**src/core/cci_pkg.sv**
```systemverilog
package cci_pkg;
	// Clock rate and typical command times
	localparam int CLK_MHZ    = 20;
	localparam int T_SHORT_US = 100;
	localparam int T_WRITE_US = 12000;
	// Oscillator tolerance margin, 1.1 as a fraction
	localparam int TOL_NUM    = 11;
	localparam int TOL_DEN    = 10;
	// Least waits round up to whole cycles
	localparam int SHORT_CYC  = (T_SHORT_US * CLK_MHZ * TOL_NUM + TOL_DEN - 1) / TOL_DEN;
	localparam int WRITE_CYC  = (T_WRITE_US * CLK_MHZ * TOL_NUM + TOL_DEN - 1) / TOL_DEN;
	localparam int TMR_W      = 19;
	// Bus clock of the serial link, four phases per bit
	localparam int KHZ_PER_MHZ = 1000;
	localparam int I2C_KHZ    = 100;
	localparam int I2C_PHASES = 4;
	localparam int I2C_QTR    = (CLK_MHZ * KHZ_PER_MHZ) / (I2C_KHZ * I2C_PHASES);
	localparam int DIV_W      = 16;
	localparam logic [1:0] PH_SET  = 2'h0;
	localparam logic [1:0] PH_RISE = 2'h1;
	localparam logic [1:0] PH_SAMP = 2'h2;
	localparam logic [1:0] PH_FALL = 2'h3;
	localparam logic [3:0] BIT_LAST = 4'h8;
	// Software register map
	localparam int ADDR_W = 4;
	localparam logic [ADDR_W-1:0] A_CMD  = 4'h0;
	localparam logic [ADDR_W-1:0] A_CFG  = 4'h4;
	localparam logic [ADDR_W-1:0] A_STAT = 4'h8;
	localparam logic [ADDR_W-1:0] A_DATA = 4'hC;
	localparam logic [1:0] RESP_OKAY   = 2'h0;
	localparam logic [1:0] RESP_SLVERR = 2'h2;
	localparam logic [6:0] DEF_SLAVE   = 7'h28;
	localparam int CFG_RDY = 8;
	// Command byte encodings
	localparam logic [7:0] CMD_RD_HI  = 8'h1F;
	localparam logic [7:0] CMD_WR_LO  = 8'h40;
	localparam logic [7:0] CMD_WR_HI  = 8'h5F;
	localparam logic [7:0] CMD_RESUME = 8'h80;
	localparam logic [7:0] CMD_ENTER  = 8'hA0;
	localparam logic [7:0] CMD_REV    = 8'hB0;
	// Response byte fields
	localparam int RB_CODE = 0;
	localparam int RB_MODE = 6;
	localparam logic [1:0] RC_BUSY  = 2'h0;
	localparam logic [1:0] RC_ACK   = 2'h1;
	localparam logic [1:0] MODE_CAL = 2'h2;
	// Packet steps
	localparam logic [2:0] ST_START = 3'h0;
	localparam logic [2:0] ST_ADDR  = 3'h1;
	localparam logic [2:0] ST_CMD   = 3'h2;
	localparam logic [2:0] ST_RESP  = 3'h2;
	localparam logic [2:0] ST_DHI   = 3'h3;
	localparam logic [2:0] ST_XTRA  = 3'h3;
	localparam logic [2:0] ST_STOP  = 3'h5;
	localparam logic [2:0] XTRA_RD  = 3'h2;
	localparam logic [2:0] XTRA_REV = 3'h1;
	typedef enum logic [1:0] {OP_START, OP_STOP, OP_WR, OP_RD} cci_op_t;
	typedef enum logic [2:0] {C_READ, C_WRITE, C_RESUME, C_ENTER, C_REV, C_BAD} cci_cls_t;
endpackage

```
**src/core/cci_i2c_if.sv**
```systemverilog
// Byte-level orders from the sequencer to the serial engine
interface cci_i2c_if;
	import cci_pkg::*;
	logic           valid;
	logic           ready;
	cci_op_t        op;
	logic [7:0]     wdata;
	logic           ack;
	logic           done;
	logic [7:0]     rdata;
	logic           nack;
	modport ctl (output valid, op, wdata, ack, input ready, done, rdata, nack);
	modport eng (input valid, op, wdata, ack, output ready, done, rdata, nack);
endinterface

```
**src/core/cci_ctrl.sv**
```systemverilog
// Summary of operation
// - Enter calibration only inside power-up window (not timed here; Enter is taken whenever idle)
// - Calibration commands travel over I2C only
// - Packet is address-write, command, two data bytes
// - Commands without data carry two zero bytes
// - Only defined command encodings are sent
// - Commands 00-1F read word, fetch later
// - No new command until previous finishes
// - Poll response until busy code disappears
// - Or wait for ready pin rising
// - Fetch length depends on command kind
// - Scale typical times by 1.1
// - Optional write-back after corrected read
//
// Local design decisions: the register addresses and register access over AXI4-Lite.
module cci_ctrl #(
	parameter int       WRITE_WAIT = cci_pkg::WRITE_CYC,
	parameter logic [6:0] SLAVE_ADDR = cci_pkg::DEF_SLAVE
) (
	input  logic                       aclk,
	input  logic                       aresetn,
	input  logic [cci_pkg::ADDR_W-1:0] s_axi_awaddr,
	input  logic                       s_axi_awvalid,
	output logic                       s_axi_awready,
	input  logic [31:0]                s_axi_wdata,
	input  logic [3:0]                 s_axi_wstrb,
	input  logic                       s_axi_wvalid,
	output logic                       s_axi_wready,
	output logic [1:0]                 s_axi_bresp,
	output logic                       s_axi_bvalid,
	input  logic                       s_axi_bready,
	input  logic [cci_pkg::ADDR_W-1:0] s_axi_araddr,
	input  logic                       s_axi_arvalid,
	output logic                       s_axi_arready,
	output logic [31:0]                s_axi_rdata,
	output logic [1:0]                 s_axi_rresp,
	output logic                       s_axi_rvalid,
	input  logic                       s_axi_rready,
	input  logic                       scl_level,
	output logic                       scl_value,
	output logic                       scl_en,
	input  logic                       sda_level,
	output logic                       sda_value,
	output logic                       sda_en,
	input  logic                       dev_ready
);
	import cci_pkg::*;

	typedef enum logic [1:0] {S_IDLE, S_SEND, S_WAIT, S_FETCH} cci_seq_t;
	typedef struct packed {
		cci_seq_t          state;
		logic [2:0]        step;
		logic              pend;
		logic [7:0]        cmd;
		logic [15:0]       data;
		cci_cls_t          cls;
		logic [6:0]        addr;
		logic              use_rdy;
		logic              rdy_prev;
		logic              done;
		logic              bad;
		logic              refused;
		logic              i2c_err;
		logic              mode_err;
		logic              cal;
		logic [7:0]        resp;
		logic [15:0]       rdat;
		logic              aw_got;
		logic              w_got;
		logic [ADDR_W-1:0] awaddr;
		logic [31:0]       wdat;
		logic [3:0]        wstrb;
		logic              bvalid;
		logic [1:0]        bresp;
		logic              rvalid;
		logic [31:0]       rdata;
		logic [1:0]        rresp;
	} cci_ctl_st_t;

	cci_ctl_st_t      q, d;
	cci_i2c_if        eng_bus ();
	cci_cls_t         new_cls;
	logic             cmd_wr;
	logic             wr_fire;
	logic             rdy_rise;
	logic             tmr_load;
	logic             tmr_exp;
	logic [TMR_W-1:0] tmr_cycles;
	logic [31:0]      wmerge;
	logic [2:0]       stop_step;

	// Sort a command byte; anything undefined is never sent
	function automatic cci_cls_t cls_of(input logic [7:0] c);
		if (c <= CMD_RD_HI)
			return C_READ;
		if (c >= CMD_WR_LO && c <= CMD_WR_HI)
			return C_WRITE;
		if (c == CMD_RESUME)
			return C_RESUME;
		if (c == CMD_ENTER)
			return C_ENTER;
		if (c == CMD_REV)
			return C_REV;
		return C_BAD;
	endfunction

	// Bytes fetched after the response byte
	function automatic logic [2:0] extra_of(input cci_cls_t c);
		if (c == C_READ)
			return XTRA_RD;
		if (c == C_REV)
			return XTRA_REV;
		return 3'h0;
	endfunction

	// Register read view; unmapped words read as zero
	function automatic logic [31:0] reg_word(input logic [ADDR_W-1:0] a);
		case (a)
			A_CMD:   return {8'h00, q.data, q.cmd};
			A_CFG:   return {23'h000000, q.use_rdy, 1'b0, q.addr};
			A_STAT:  return {16'h0000, q.resp, 1'b0, q.cal, q.mode_err, q.i2c_err,
					q.refused, q.bad, q.done, q.state != S_IDLE};
			A_DATA:  return {16'h0000, q.rdat}; // Kept for optional write-back
			default: return 32'h00000000;
		endcase
	endfunction

	// Byte lanes not strobed keep their old value
	function automatic logic [31:0] merge(input logic [31:0] o, input logic [31:0] n,
			input logic [3:0] s);
		logic [31:0] m;
		m = o;
		for (int i = 0; i < 4; i++) begin
			if (s[i])
				m[i*8 +: 8] = n[i*8 +: 8];
		end
		return m;
	endfunction

	always_comb begin
		d = q;
		d.rdy_prev = dev_ready;
		tmr_load = 1'b0;
		tmr_cycles = TMR_W'(SHORT_CYC);
		wmerge = merge(reg_word(q.awaddr), q.wdat, q.wstrb);
		new_cls = cls_of(wmerge[7:0]);
		stop_step = (q.state == S_SEND) ? ST_STOP : 3'(ST_XTRA + extra_of(q.cls));
		rdy_rise = dev_ready && !q.rdy_prev;

		// Address and data are taken in either order, answered once both are in
		if (s_axi_awvalid && s_axi_awready) begin
			d.aw_got = 1'b1;
			d.awaddr = s_axi_awaddr;
		end
		if (s_axi_wvalid && s_axi_wready) begin
			d.w_got = 1'b1;
			d.wdat = s_axi_wdata;
			d.wstrb = s_axi_wstrb;
		end
		wr_fire = q.aw_got && q.w_got && !q.bvalid;
		cmd_wr = wr_fire && q.awaddr == A_CMD;
		if (q.bvalid && s_axi_bready)
			d.bvalid = 1'b0;
		if (wr_fire) begin
			d.aw_got = 1'b0;
			d.w_got = 1'b0;
			d.bvalid = 1'b1;
			d.bresp = RESP_OKAY;
			case (q.awaddr)
				A_CMD, A_STAT, A_DATA: ;
				A_CFG: begin
					d.addr = wmerge[6:0];
					d.use_rdy = wmerge[CFG_RDY];
				end
				default: d.bresp = RESP_SLVERR;
			endcase
		end

		// One read in flight; the data word is captured when taken
		if (q.rvalid && s_axi_rready)
			d.rvalid = 1'b0;
		if (s_axi_arvalid && !q.rvalid) begin
			d.rvalid = 1'b1;
			d.rdata = reg_word(s_axi_araddr);
			d.rresp = (s_axi_araddr inside {A_CMD, A_CFG, A_STAT, A_DATA}) ?
					RESP_OKAY : RESP_SLVERR;
		end

		// Byte order for the current packet step
		eng_bus.valid = (q.state == S_SEND || q.state == S_FETCH) && !q.pend;
		eng_bus.op = OP_WR;
		eng_bus.wdata = 8'h00;
		eng_bus.ack = 1'b0;
		if (q.step == ST_START)
			eng_bus.op = OP_START;
		else if (q.step == ST_ADDR)
			eng_bus.wdata = {q.addr, q.state == S_FETCH};
		else if (q.step == stop_step)
			eng_bus.op = OP_STOP;
		else if (q.state == S_SEND)
			eng_bus.wdata = (q.step == ST_CMD) ? q.cmd :
					(q.step == ST_DHI) ? q.data[15:8] : q.data[7:0];
		else begin
			eng_bus.op = OP_RD;
			eng_bus.ack = (3'(q.step + 3'h1) < stop_step);
		end
		if (eng_bus.valid && eng_bus.ready)
			d.pend = 1'b1;

		// Byte finished: collect, abort on any refused write byte, close the packet
		if (eng_bus.done) begin
			d.pend = 1'b0;
			d.step = q.step + 3'h1;
			if (q.step == ST_START && q.state == S_FETCH)
				d.rdat = 16'h0000;
			if (eng_bus.op == OP_WR && eng_bus.nack) begin
				d.i2c_err = 1'b1;
				d.step = stop_step;
			end
			if (eng_bus.op == OP_RD) begin
				if (q.step == ST_RESP)
					d.resp = eng_bus.rdata;
				else
					d.rdat = {q.rdat[7:0], eng_bus.rdata};
			end
			if (eng_bus.op == OP_STOP) begin
				d.step = ST_START;
				if (q.state == S_SEND) begin
					if (q.i2c_err || q.cls == C_RESUME) begin
						// Measurement mode answers no fetch, so stop here
						d.state = S_IDLE;
						d.done = 1'b1;
						if (!q.i2c_err)
							d.cal = 1'b0;
					end else begin
						d.state = S_WAIT;
						tmr_load = 1'b1;
						if (q.cls == C_WRITE)
							tmr_cycles = TMR_W'(WRITE_WAIT);
					end
				end else if (!q.i2c_err && q.resp[RB_CODE +: 2] == RC_BUSY) begin
					d.state = S_FETCH;
				end else begin
					// Diagnostic bits stay visible whatever the code says
					d.state = S_IDLE;
					d.done = 1'b1;
					d.mode_err = !q.i2c_err && q.resp[RB_MODE +: 2] != MODE_CAL;
					if (!q.i2c_err && q.cls == C_ENTER && q.resp[RB_CODE +: 2] == RC_ACK)
						d.cal = 1'b1;
				end
			end
		end

		// Waiting: ready pin edge or worst-case time, never both
		if (q.state == S_WAIT && (q.use_rdy ? rdy_rise : tmr_exp)) begin
			d.state = S_FETCH;
			d.step = ST_START;
		end

		// New order from software; only taken while idle
		if (cmd_wr) begin
			if (q.state != S_IDLE) begin
				d.refused = 1'b1;
			end else begin
				d.done = 1'b0;
				d.bad = 1'b0;
				d.refused = 1'b0;
				d.i2c_err = 1'b0;
				d.mode_err = 1'b0;
				d.cmd = wmerge[7:0];
				d.cls = new_cls;
				// Zero data unless the command writes a word
				d.data = (new_cls == C_WRITE) ? wmerge[23:8] : 16'h0000;
				if (new_cls == C_BAD)
					d.bad = 1'b1;
				else if (!q.cal && new_cls != C_ENTER)
					d.refused = 1'b1;
				else begin
					d.state = S_SEND;
					d.step = ST_START;
				end
			end
		end
	end

	always_ff @(posedge aclk) begin
		if (!aresetn) begin
			q <= '0;
			q.addr <= SLAVE_ADDR;
			q.rdy_prev <= 1'b1; // Pin idles high, so no false edge after reset
		end else begin
			q <= d;
		end
	end

	// Bus handshakes
	assign s_axi_awready = !q.aw_got && !q.bvalid;
	assign s_axi_wready = !q.w_got && !q.bvalid;
	assign s_axi_bvalid = q.bvalid;
	assign s_axi_bresp = q.bresp;
	assign s_axi_arready = !q.rvalid;
	assign s_axi_rvalid = q.rvalid;
	assign s_axi_rdata = q.rdata;
	assign s_axi_rresp = q.rresp;

	// The serial link is the only path that carries commands
	cci_i2c_eng u_eng (
		.aclk      (aclk),
		.aresetn   (aresetn),
		.bus       (eng_bus.eng),
		.scl_level (scl_level),
		.scl_value (scl_value),
		.scl_en    (scl_en),
		.sda_level (sda_level),
		.sda_value (sda_value),
		.sda_en    (sda_en)
	);

	cci_wait_tmr #(.W(TMR_W)) u_tmr (
		.aclk    (aclk),
		.aresetn (aresetn),
		.load    (tmr_load),
		.cycles  (tmr_cycles),
		.expired (tmr_exp)
	);
endmodule // cci_ctrl

```
**src/core/cci_i2c_eng.sv**
```systemverilog
module cci_i2c_eng #(
	parameter int QTR = cci_pkg::I2C_QTR
) (
	input  logic  aclk,
	input  logic  aresetn,
	cci_i2c_if.eng bus,
	input  logic  scl_level,
	output logic  scl_value,
	output logic  scl_en,
	input  logic  sda_level,
	output logic  sda_value,
	output logic  sda_en
);
	import cci_pkg::*;
	typedef struct packed {
		logic             busy;
		cci_op_t          op;
		logic [1:0]       ph;
		logic [3:0]       nbit;
		logic [8:0]       sh;
		logic [DIV_W-1:0] div;
		logic             scl_lo;
		logic             sda_lo;
		logic [7:0]       rd;
		logic             nack;
		logic             done;
	} cci_eng_st_t;
	cci_eng_st_t q, d;
	logic tick;

	// Four phases per bit; a stretched clock holds the sample phase
	always_comb begin
		d = q;
		d.done = 1'b0;
		tick = (q.div == '0) && (q.ph != PH_SAMP || scl_level);
		if (!q.busy) begin
			if (bus.valid) begin
				d.busy = 1'b1;
				d.op = bus.op;
				d.ph = PH_SET;
				d.nbit = '0;
				d.div = DIV_W'(QTR - 1);
				// Reads release data and drive the answer bit last
				d.sh = (bus.op == OP_WR) ? {bus.wdata, 1'b1} : {8'hFF, ~bus.ack};
			end
		end else if (q.div != '0) begin
			d.div = q.div - 1'b1;
		end else if (tick) begin
			d.div = DIV_W'(QTR - 1);
			d.ph = q.ph + 1'b1;
			case (q.ph)
				PH_SET: begin
					if (q.op == OP_START)
						d.sda_lo = 1'b0;
					else if (q.op == OP_STOP)
						d.sda_lo = 1'b1;
					else
						d.sda_lo = ~q.sh[8];
				end
				PH_RISE: d.scl_lo = 1'b0;
				PH_SAMP: begin
					if (q.op == OP_START)
						d.sda_lo = 1'b1;
					else if (q.op == OP_STOP)
						d.sda_lo = 1'b0;
					else
						d.sh = {q.sh[7:0], sda_level};
				end
				default: begin
					if (q.op != OP_STOP)
						d.scl_lo = 1'b1;
					d.nbit = q.nbit + 1'b1;
					if (q.op == OP_START || q.op == OP_STOP || q.nbit == BIT_LAST) begin
						d.busy = 1'b0;
						d.done = 1'b1;
						d.rd = q.sh[8:1];
						d.nack = q.sh[0];
					end
				end
			endcase
		end
	end

	always_ff @(posedge aclk) begin
		if (!aresetn)
			q <= '0;
		else
			q <= d;
	end

	// Open-drain lines: only ever pulled low
	assign scl_value = 1'b0;
	assign sda_value = 1'b0;
	assign scl_en = q.scl_lo;
	assign sda_en = q.sda_lo;
	assign bus.ready = !q.busy;
	assign bus.done = q.done;
	assign bus.rdata = q.rd;
	assign bus.nack = q.nack;
endmodule // cci_i2c_eng

```
**src/core/cci_wait_tmr.sv**
```systemverilog
module cci_wait_tmr #(
	parameter int W = cci_pkg::TMR_W
) (
	input  logic         aclk,
	input  logic         aresetn,
	input  logic         load,
	input  logic [W-1:0] cycles,
	output logic         expired
);
	typedef struct packed {
		logic [W-1:0] cnt;
		logic         run;
		logic         exp;
	} cci_tmr_st_t;
	cci_tmr_st_t q, d;

	// Count down once per cycle; expiry stays up until the next load
	always_comb begin
		d = q;
		if (load) begin
			d.cnt = cycles;
			d.run = 1'b1;
			d.exp = 1'b0;
		end else if (q.run) begin
			if (q.cnt == '0) begin
				d.run = 1'b0;
				d.exp = 1'b1;
			end else begin
				d.cnt = q.cnt - 1'b1;
			end
		end
	end

	always_ff @(posedge aclk) begin
		if (!aresetn)
			q <= '0;
		else
			q <= d;
	end

	assign expired = q.exp;
endmodule // cci_wait_tmr

```
**config.mk**
```make
export PLATFORM = sky130hd
export DESIGN_NAME = cci_ctrl
export DESIGN_NICKNAME = d
export VERILOG_FILES = /design/src/core/cci_pkg.sv /design/src/core/cci_i2c_if.sv /design/src/core/cci_ctrl.sv /design/src/core/cci_i2c_eng.sv /design/src/core/cci_wait_tmr.sv
export SDC_FILE = /design/constraint.sdc
export NUM_CORES = 1
export LEC_CHECK = 0
export ABC_AREA = 0
export BUFFER_PORTS_ARGS = -buffer_cell sky130_fd_sc_hd__buf_2
export CAP_MARGIN = 10
export CORE_AREA = 2 2 131 133
export CTS_CLUSTER_DIAMETER = 30
export DETAILED_ROUTE_END_ITERATION = 10
export DIE_AREA = 0 0 133 135
export PLACE_DENSITY = 0.84
export SLEW_MARGIN = 20
export SYNTH_ARGS = -nofsm -noshare
export SYNTH_HDL_FRONTEND = slang
export SYNTH_HIERARCHICAL = 1
export SYNTH_SLANG_ARGS = --single-unit
```
**constraint.sdc**
```tcl
create_clock -name aclk -period 5.86 [get_ports aclk]
set_input_delay 1.172 -clock aclk [delete_from_list [all_inputs] [get_ports aclk]]
set_output_delay 1.172 -clock aclk [all_outputs]
set_load 0.01 [all_outputs]
```
==> results of run 1 <==
cell type report:
class,count,area [um2]
timing repair buffer,86,452.9
clock inverter,15,227.7
clock buffer,17,425.4
fill,1267,5234
inverter,30,112.6
multi-input combinational,887,5675
tap,220,275.3
sequential,200,4004
placed cells by master, fill, tap and decap left out, drive strengths merged, types with 12 or more instances in the layout:
master  instances
a22oi          28
nand3          21
nand2         142
or3            12
nor2          160
xnor2          18
inv            36
dfxtp         200
nand2b         12
clkbuf         17
ha             18
mux2i          53
conb           22
buf            86
a211oi         14
o21ai          44
a22o           17
nor3           26
a21oi         122
cell families after synthesis:
family | after synthesis | share of synthesized area
and+or+nand+nor | 450 | 0.2161
AOI/OAI and AO/OA | 312 | 0.2098
DFF | 200 | 0.3857
buffers and inverters | 145 | 0.07701
muxes | 62 | 0.06954
xor gates and xnor gates | 23 | 0.01940
adders and majority gates | 18 | 0.02169
other | 2 | 0.0007234
metrics by stage:
stage          hold slack (ns)  total power, uW  instances  utilization
2_1_floorplan           0.4323             1564       1232            -
3_3_place_gp            0.4381             1606       1423       0.6409
3_5_place_dp            0.4411             1610       1423       0.6409
4_1_cts                 0.4536             2836       1455       0.6807
5_1_grt                 0.4731             2914       1455       0.6810
6_report                0.4517             2830       1455       0.6810
critical path, cell delays in order (launching register included):
cell and delay (ns):
dfxtp_1 0.43, nand2b_1 0.28, nand3_1 0.16, ha_1 0.35, or3b_2 0.53, a21oi_2 0.19, o311ai_2 0.22, nor2_1 0.18
buf_4 0.26, clkinv_1 0.60, nand2_1 0.29, o221ai_1 0.15, o311a_1 0.14
power by group through the flow:
| stage | registers (uW) | logic (uW) | clock network, uW |
|---|---|---|---|
| floorplan | 1420 | 140 | 0 |
| global placement | 1430 | 172 | 0 |
| detailed placement | 1430 | 176 | 0 |
| CTS | 1400 | 177 | 1260 |
| global route | 1410 | 197 | 1310 |
| finish | 1400 | 180 | 1250 |
per-layer routing:
metal,part of all wire,up-vias,track usage
met5,0,-,0
met4,0.028,0,0.1183
met3,0.076,59,0.05105
met2,0.46,420,0.4568
met1,0.43,4293,0.3721
li1,-,4280,-
registers in the layout (all words and copies together), names as in the netlist, 8 cells and up:
register         count
q                  105
s_axi_rdata         24
u_eng/bus.rdata      8
u_eng/q             34
u_tmr/q             20
final timing paths:
check                  startpoint              end  slack [ns]
setup / recovery           q[151]       u_tmr/q[3]        1.96
hold / removal    s_axi_rdata[20]  s_axi_rdata[20]        0.45
setup reg to reg           q[151]       u_tmr/q[3]        1.96
hold reg to reg   s_axi_rdata[20]  s_axi_rdata[20]        0.45
==> reports/summary.txt, run 1 <==
Status - completed
Top FF cell, synth - dfxtp_1
First-pass GRT wire length - 41400 um
Final net count - 1294
Clk slew on worst S/H paths - 0.09 ns
Power per Cell Area - 253.3 nW/um2
Die H - 135 um
Final setup violation count - 0
Worst slack, placed - 2.131 ns
Clk_lat worst skew - 0.46 ns
Initial antenna violation count - 0
Synthesis Warnings - 6
Setup crit start kind - flop
Sw power - 788.2 uW
Post-synth top cells - dfxtp_1, nor2_1, nand2_1
Routed WL per cell - 17.44 um
Total track usage - 0.2816
Synth Area per Inst - 8.565 um2
Post-CTS Setup Bufs - 0
Crit. End Element - flop
Post-synth top area share - 0.3857
Routed WL - 25380 um
Sw frac - 0.2785
RSZ-0062 raised after global routing - no
Drt pass-1 iters - 6
Max Root-Sink Buffers - 2
Initial DRC count - 1045
Clock Skew - 0.01462 ns
Diode count - 0
Post-synth EDFFs - 0
Sequential Power Share - 0.496
Leading area contributor after synthesis - dfxtp_1
Synth area leaders - dfxtp_1, a21oi_1, nor2_1
Peak Freq - 0.2565 GHz
Part of the power in the clock network - 0.440
Pins over their slew limit - 0
Vias per cell - 6.221
Cell area after placement - 10520 um2
Synth Instances - 1212
Die area - 17960 um2
Vias in the first global route - 8447
# port buffers - 77
Drt drc - 0
I/O Pins - 99
Root buffer cell - clkbuf_16
Detail Route Antenna Nets - 0
Pleak - 0.004212 uW
Detailed Place HPWL - 17380 um
Max Cap Viol - 0
# rows - 47
Post-layout min period - 3.899 ns
Clock sink count - 200
Worst min path class - reg2reg
Area grow syn2layout - 7.629%
DIE WIDTH - 133 um
H-Tree Depth - 4
CTS buffer count - 17
Post-CTS sizing - 0
Core box area - 16410 um2
Pint - 2041 uW
Fin. Hold Viols - 0
Synth Cell Area - 10380 um2
Share of layout cells above drive strength 1 - 0.1490
Crit Path Category - reg2reg
Final worst slack - 1.961 ns
Post-synth ARST share - 0
Initial Util - 0.6327
Most common cell in the netlist - dfxtp_1
Design area - 11170 um2
Tcrit/Tclk final - 0.6653
# hold bufs at CTS - 0
Post-synthesis sequential area ratio - 0.3857
Synth unique cells - 96
Hold Path Cell Cnt - 2
Routability cong. - 0.9188
Reg2reg path depth - 12
Worst EP arrival - 4.24 ns
Comb pwr share - 0.064
Sum Neg Setup Slack - 0 ns
Post-synthesis register bit count - 200
Worst VDD drop - 233.7 uV
CTS tree - done
Aggregate global routing overflow - 0
Slew headroom - 0.3167
Largest net degree at the start of global routing - 63
Worst-margin pin slew - 1.025 ns
Vias post-DR - 9052
CP Max Fanout - 28
Critical path data required time - 6.20 ns
Note: power is estimated with default switching activity, not from simulation.
==> inputs of run 2 (changes only) <==
--- a/config.mk
+++ b/config.mk
@@ -8,11 +8,11 @@
 export ABC_AREA = 0
 export BUFFER_PORTS_ARGS = -buffer_cell sky130_fd_sc_hd__buf_2
 export CAP_MARGIN = 10
-export CORE_AREA = 2 2 131 133
+export CORE_AREA = 2 2 142 144
 export CTS_CLUSTER_DIAMETER = 30
 export DETAILED_ROUTE_END_ITERATION = 10
-export DIE_AREA = 0 0 133 135
-export PLACE_DENSITY = 0.84
+export DIE_AREA = 0 0 144 146
+export PLACE_DENSITY = 0.76
 export SLEW_MARGIN = 20
 export SYNTH_ARGS = -nofsm -noshare
 export SYNTH_HDL_FRONTEND = slang
==> constraint.sdc (replaced) <==
create_clock -name aclk -period 3.49 [get_ports aclk]
set_input_delay 0.698 -clock aclk [delete_from_list [all_inputs] [get_ports aclk]]
set_output_delay 0.698 -clock aclk [all_outputs]
set_load 0.01 [all_outputs]
==> reports/summary.txt, run 2 (same netlist as run 1, synthesis figures left out) <==
Status - completed
Initial DRC count - 970
Initial antenna violation count - 0
CTS buffer count - 17
Drt pass-1 iters - 8
Worst setup path endpoint - u_tmr/q[5]
Total track usage - 0.2512
Sw frac - 0.2705
DIE WIDTH - 144 um
Reg2Reg Capture Point - u_tmr/q[5]
Routed WL - 26340 um
Post-CTS Setup Bufs - 0
Worst EP arrival - 3.54 ns
Worst-margin pin slew - 0.9642 ns
FF-to-FF setup slack - 0.26 ns
I/O Pins - 99
Detail Route Antenna Nets - 0
Clock sink count - 200
Pint - 3479 uW
Largest register FFs - 105
# rows - 51
Sw power - 1290 uW
Commonest non-fill, non-tap cells in the layout - dfxtp_1, nor2_1, nand2_1, a21oi_1, buf_2
Pins over their slew limit - 0
Vias post-DR - 8952
Post-layout min period - 3.230 ns
# fillers - 1709
Sum Neg Setup Slack - 0 ns
Worst min path class - in2reg
Clock Skew - 0.01271 ns
Diode count - 0
Part of the power in the clock network - 0.441
Final net count - 1306
Reg2reg start - q[121]
Clk_lat worst skew - 0.45 ns
Core box area - 19330 um2
Max Cap Viol - 0
Most common cell after layout, fill and taps aside - dfxtp_1
RSZ-0062 raised after global routing - no
Critical path startpoint - q[121]
Comb pwr share - 0.065
Most flop-heavy register - q
Die area - 21020 um2
Critical path data required time - 3.80 ns
Util after Layout - 0.5851
CP Max Fanout - 7
CTS tree - done
Drt drc - 0
# port buffers - 77
Tcrit/Tclk final - 0.9255
H-Tree Depth - 4
Routed WL per cell - 17.42 um
Area grow syn2layout - 8.980%
First-pass GRT wire length - 42730 um
Slew headroom - 0.3557
Final hold slack - 0.4217 ns
Peak Freq - 0.3096 GHz
Max Root-Sink Buffers - 2
Clk slew on worst S/H paths - 0.08 ns
Setup crit start kind - flop
Die H - 146 um
Largest net degree at the start of global routing - 58
Worst VDD drop - 379.8 uV
Root buffer cell - clkbuf_16
Routability cong. - 0.8817
Reg2reg path depth - 11
Fin. Hold Viols - 0
Pleak - 0.004265 uW
Sequential Power Share - 0.495
Aggregate global routing overflow - 0
Power per Cell Area - 421.6 nW/um2
Vias in the first global route - 8415
Crit. End Element - flop
Final setup violation count - 0
Initial Util - 0.5369
Crit Path Category - reg2reg
Vias per cell - 5.921
Share of layout cells above drive strength 1 - 0.1588
Detailed Place HPWL - 18330 um
-- run 2: changes by cell type in the layout (fill, tap and decap cells not counted), moves of 2 or more --
cell,change
clkinvlp_4,+2
inv_12,-2
buf_4,+12
inv_8,+2
-- run 2: final cells by class --
type,count,area (um2),share of cell area
multi-input cells,887,5674,0.5015
flip-flops and latches,200,4004,0.3539
repair buffers,98,543.0,0.04800
clock buffers,17,425.4,0.03760
well taps,265,331.6,0.02931
clock inverters,15,219.0,0.01935
inverters,30,116.4,0.01029
-- run 2: power groups by stage --
stage | clock network, uW | registers, uW | logic (uW)
4_1_cts | 2130 | 2360 | 307
3_3_place_gp | 0 | 2410 | 299
2_1_floorplan | 0 | 2390 | 236
3_5_place_dp | 0 | 2410 | 304
5_1_grt | 2210 | 2360 | 341
6_report | 2100 | 2360 | 309
-- run 2: repair_timing --
| item | CTS | global route |
|---|---|---|
| hold buffers | 0 | 0 |
| setup endpoints to repair | 0 | 7 |
| gates resized for setup | 0 | 2 |
-- run 2: routing by layer --
| metal | track usage | routed length (um) | vias to the layer above |
|---|---|---|---|
| met2 | 0.3924 | 11950 | 342 |
| met1 | 0.3552 | 11960 | 4257 |
| met3 | 0.04738 | 1972 | 46 |
| li1 | - | - | 4307 |
| met5 | 0 | 0 | - |
| met4 | 0.06863 | 457 | 0 |
-- run 2: per-stage QoR --
step / power, uW / cells / setup WS, ns / instance area (um2)
final: 4770 / 1512 / 0.2600 / 11310
after global routing: 4919 / 1512 / 0.07608 / 11310
after CTS: 4793 / 1512 / 0.1646 / 11310
after detailed placement: 2715 / 1480 / 0.1908 / 10660
after global placement: 2708 / 1480 / 0.2778 / 10660
after floorplan: 2626 / 1232 / 0.4448 / 10460
-- run 2: critical path, cell delays in order (launching register included) --
cell and delay [ns]:
dfxtp_1 0.37, or3_1 0.40, ha_1 0.34, or3b_1 0.37, nor4_2 0.28, o311ai_2 0.25
nor2_2 0.27, and3_1 0.34, inv_1 0.14, nand2_1 0.11, o311a_1 0.16, a211oi_1 0.07
-- run 2: worst min path at each step --
stage	start	to	slack, ns	cells after the start
5_1_grt	s_axi_rready	s_axi_rvalid	0.43	2
2_1_floorplan	s_axi_rdata[16]	s_axi_rdata[16]	0.43	2
3_3_place_gp	s_axi_rdata[21]	s_axi_rdata[21]	0.44	2
6_report	s_axi_rready	s_axi_rvalid	0.42	2
4_1_cts	s_axi_rready	s_axi_rvalid	0.41	2
3_5_place_dp	s_axi_rdata[18]	s_axi_rdata[18]	0.44	2
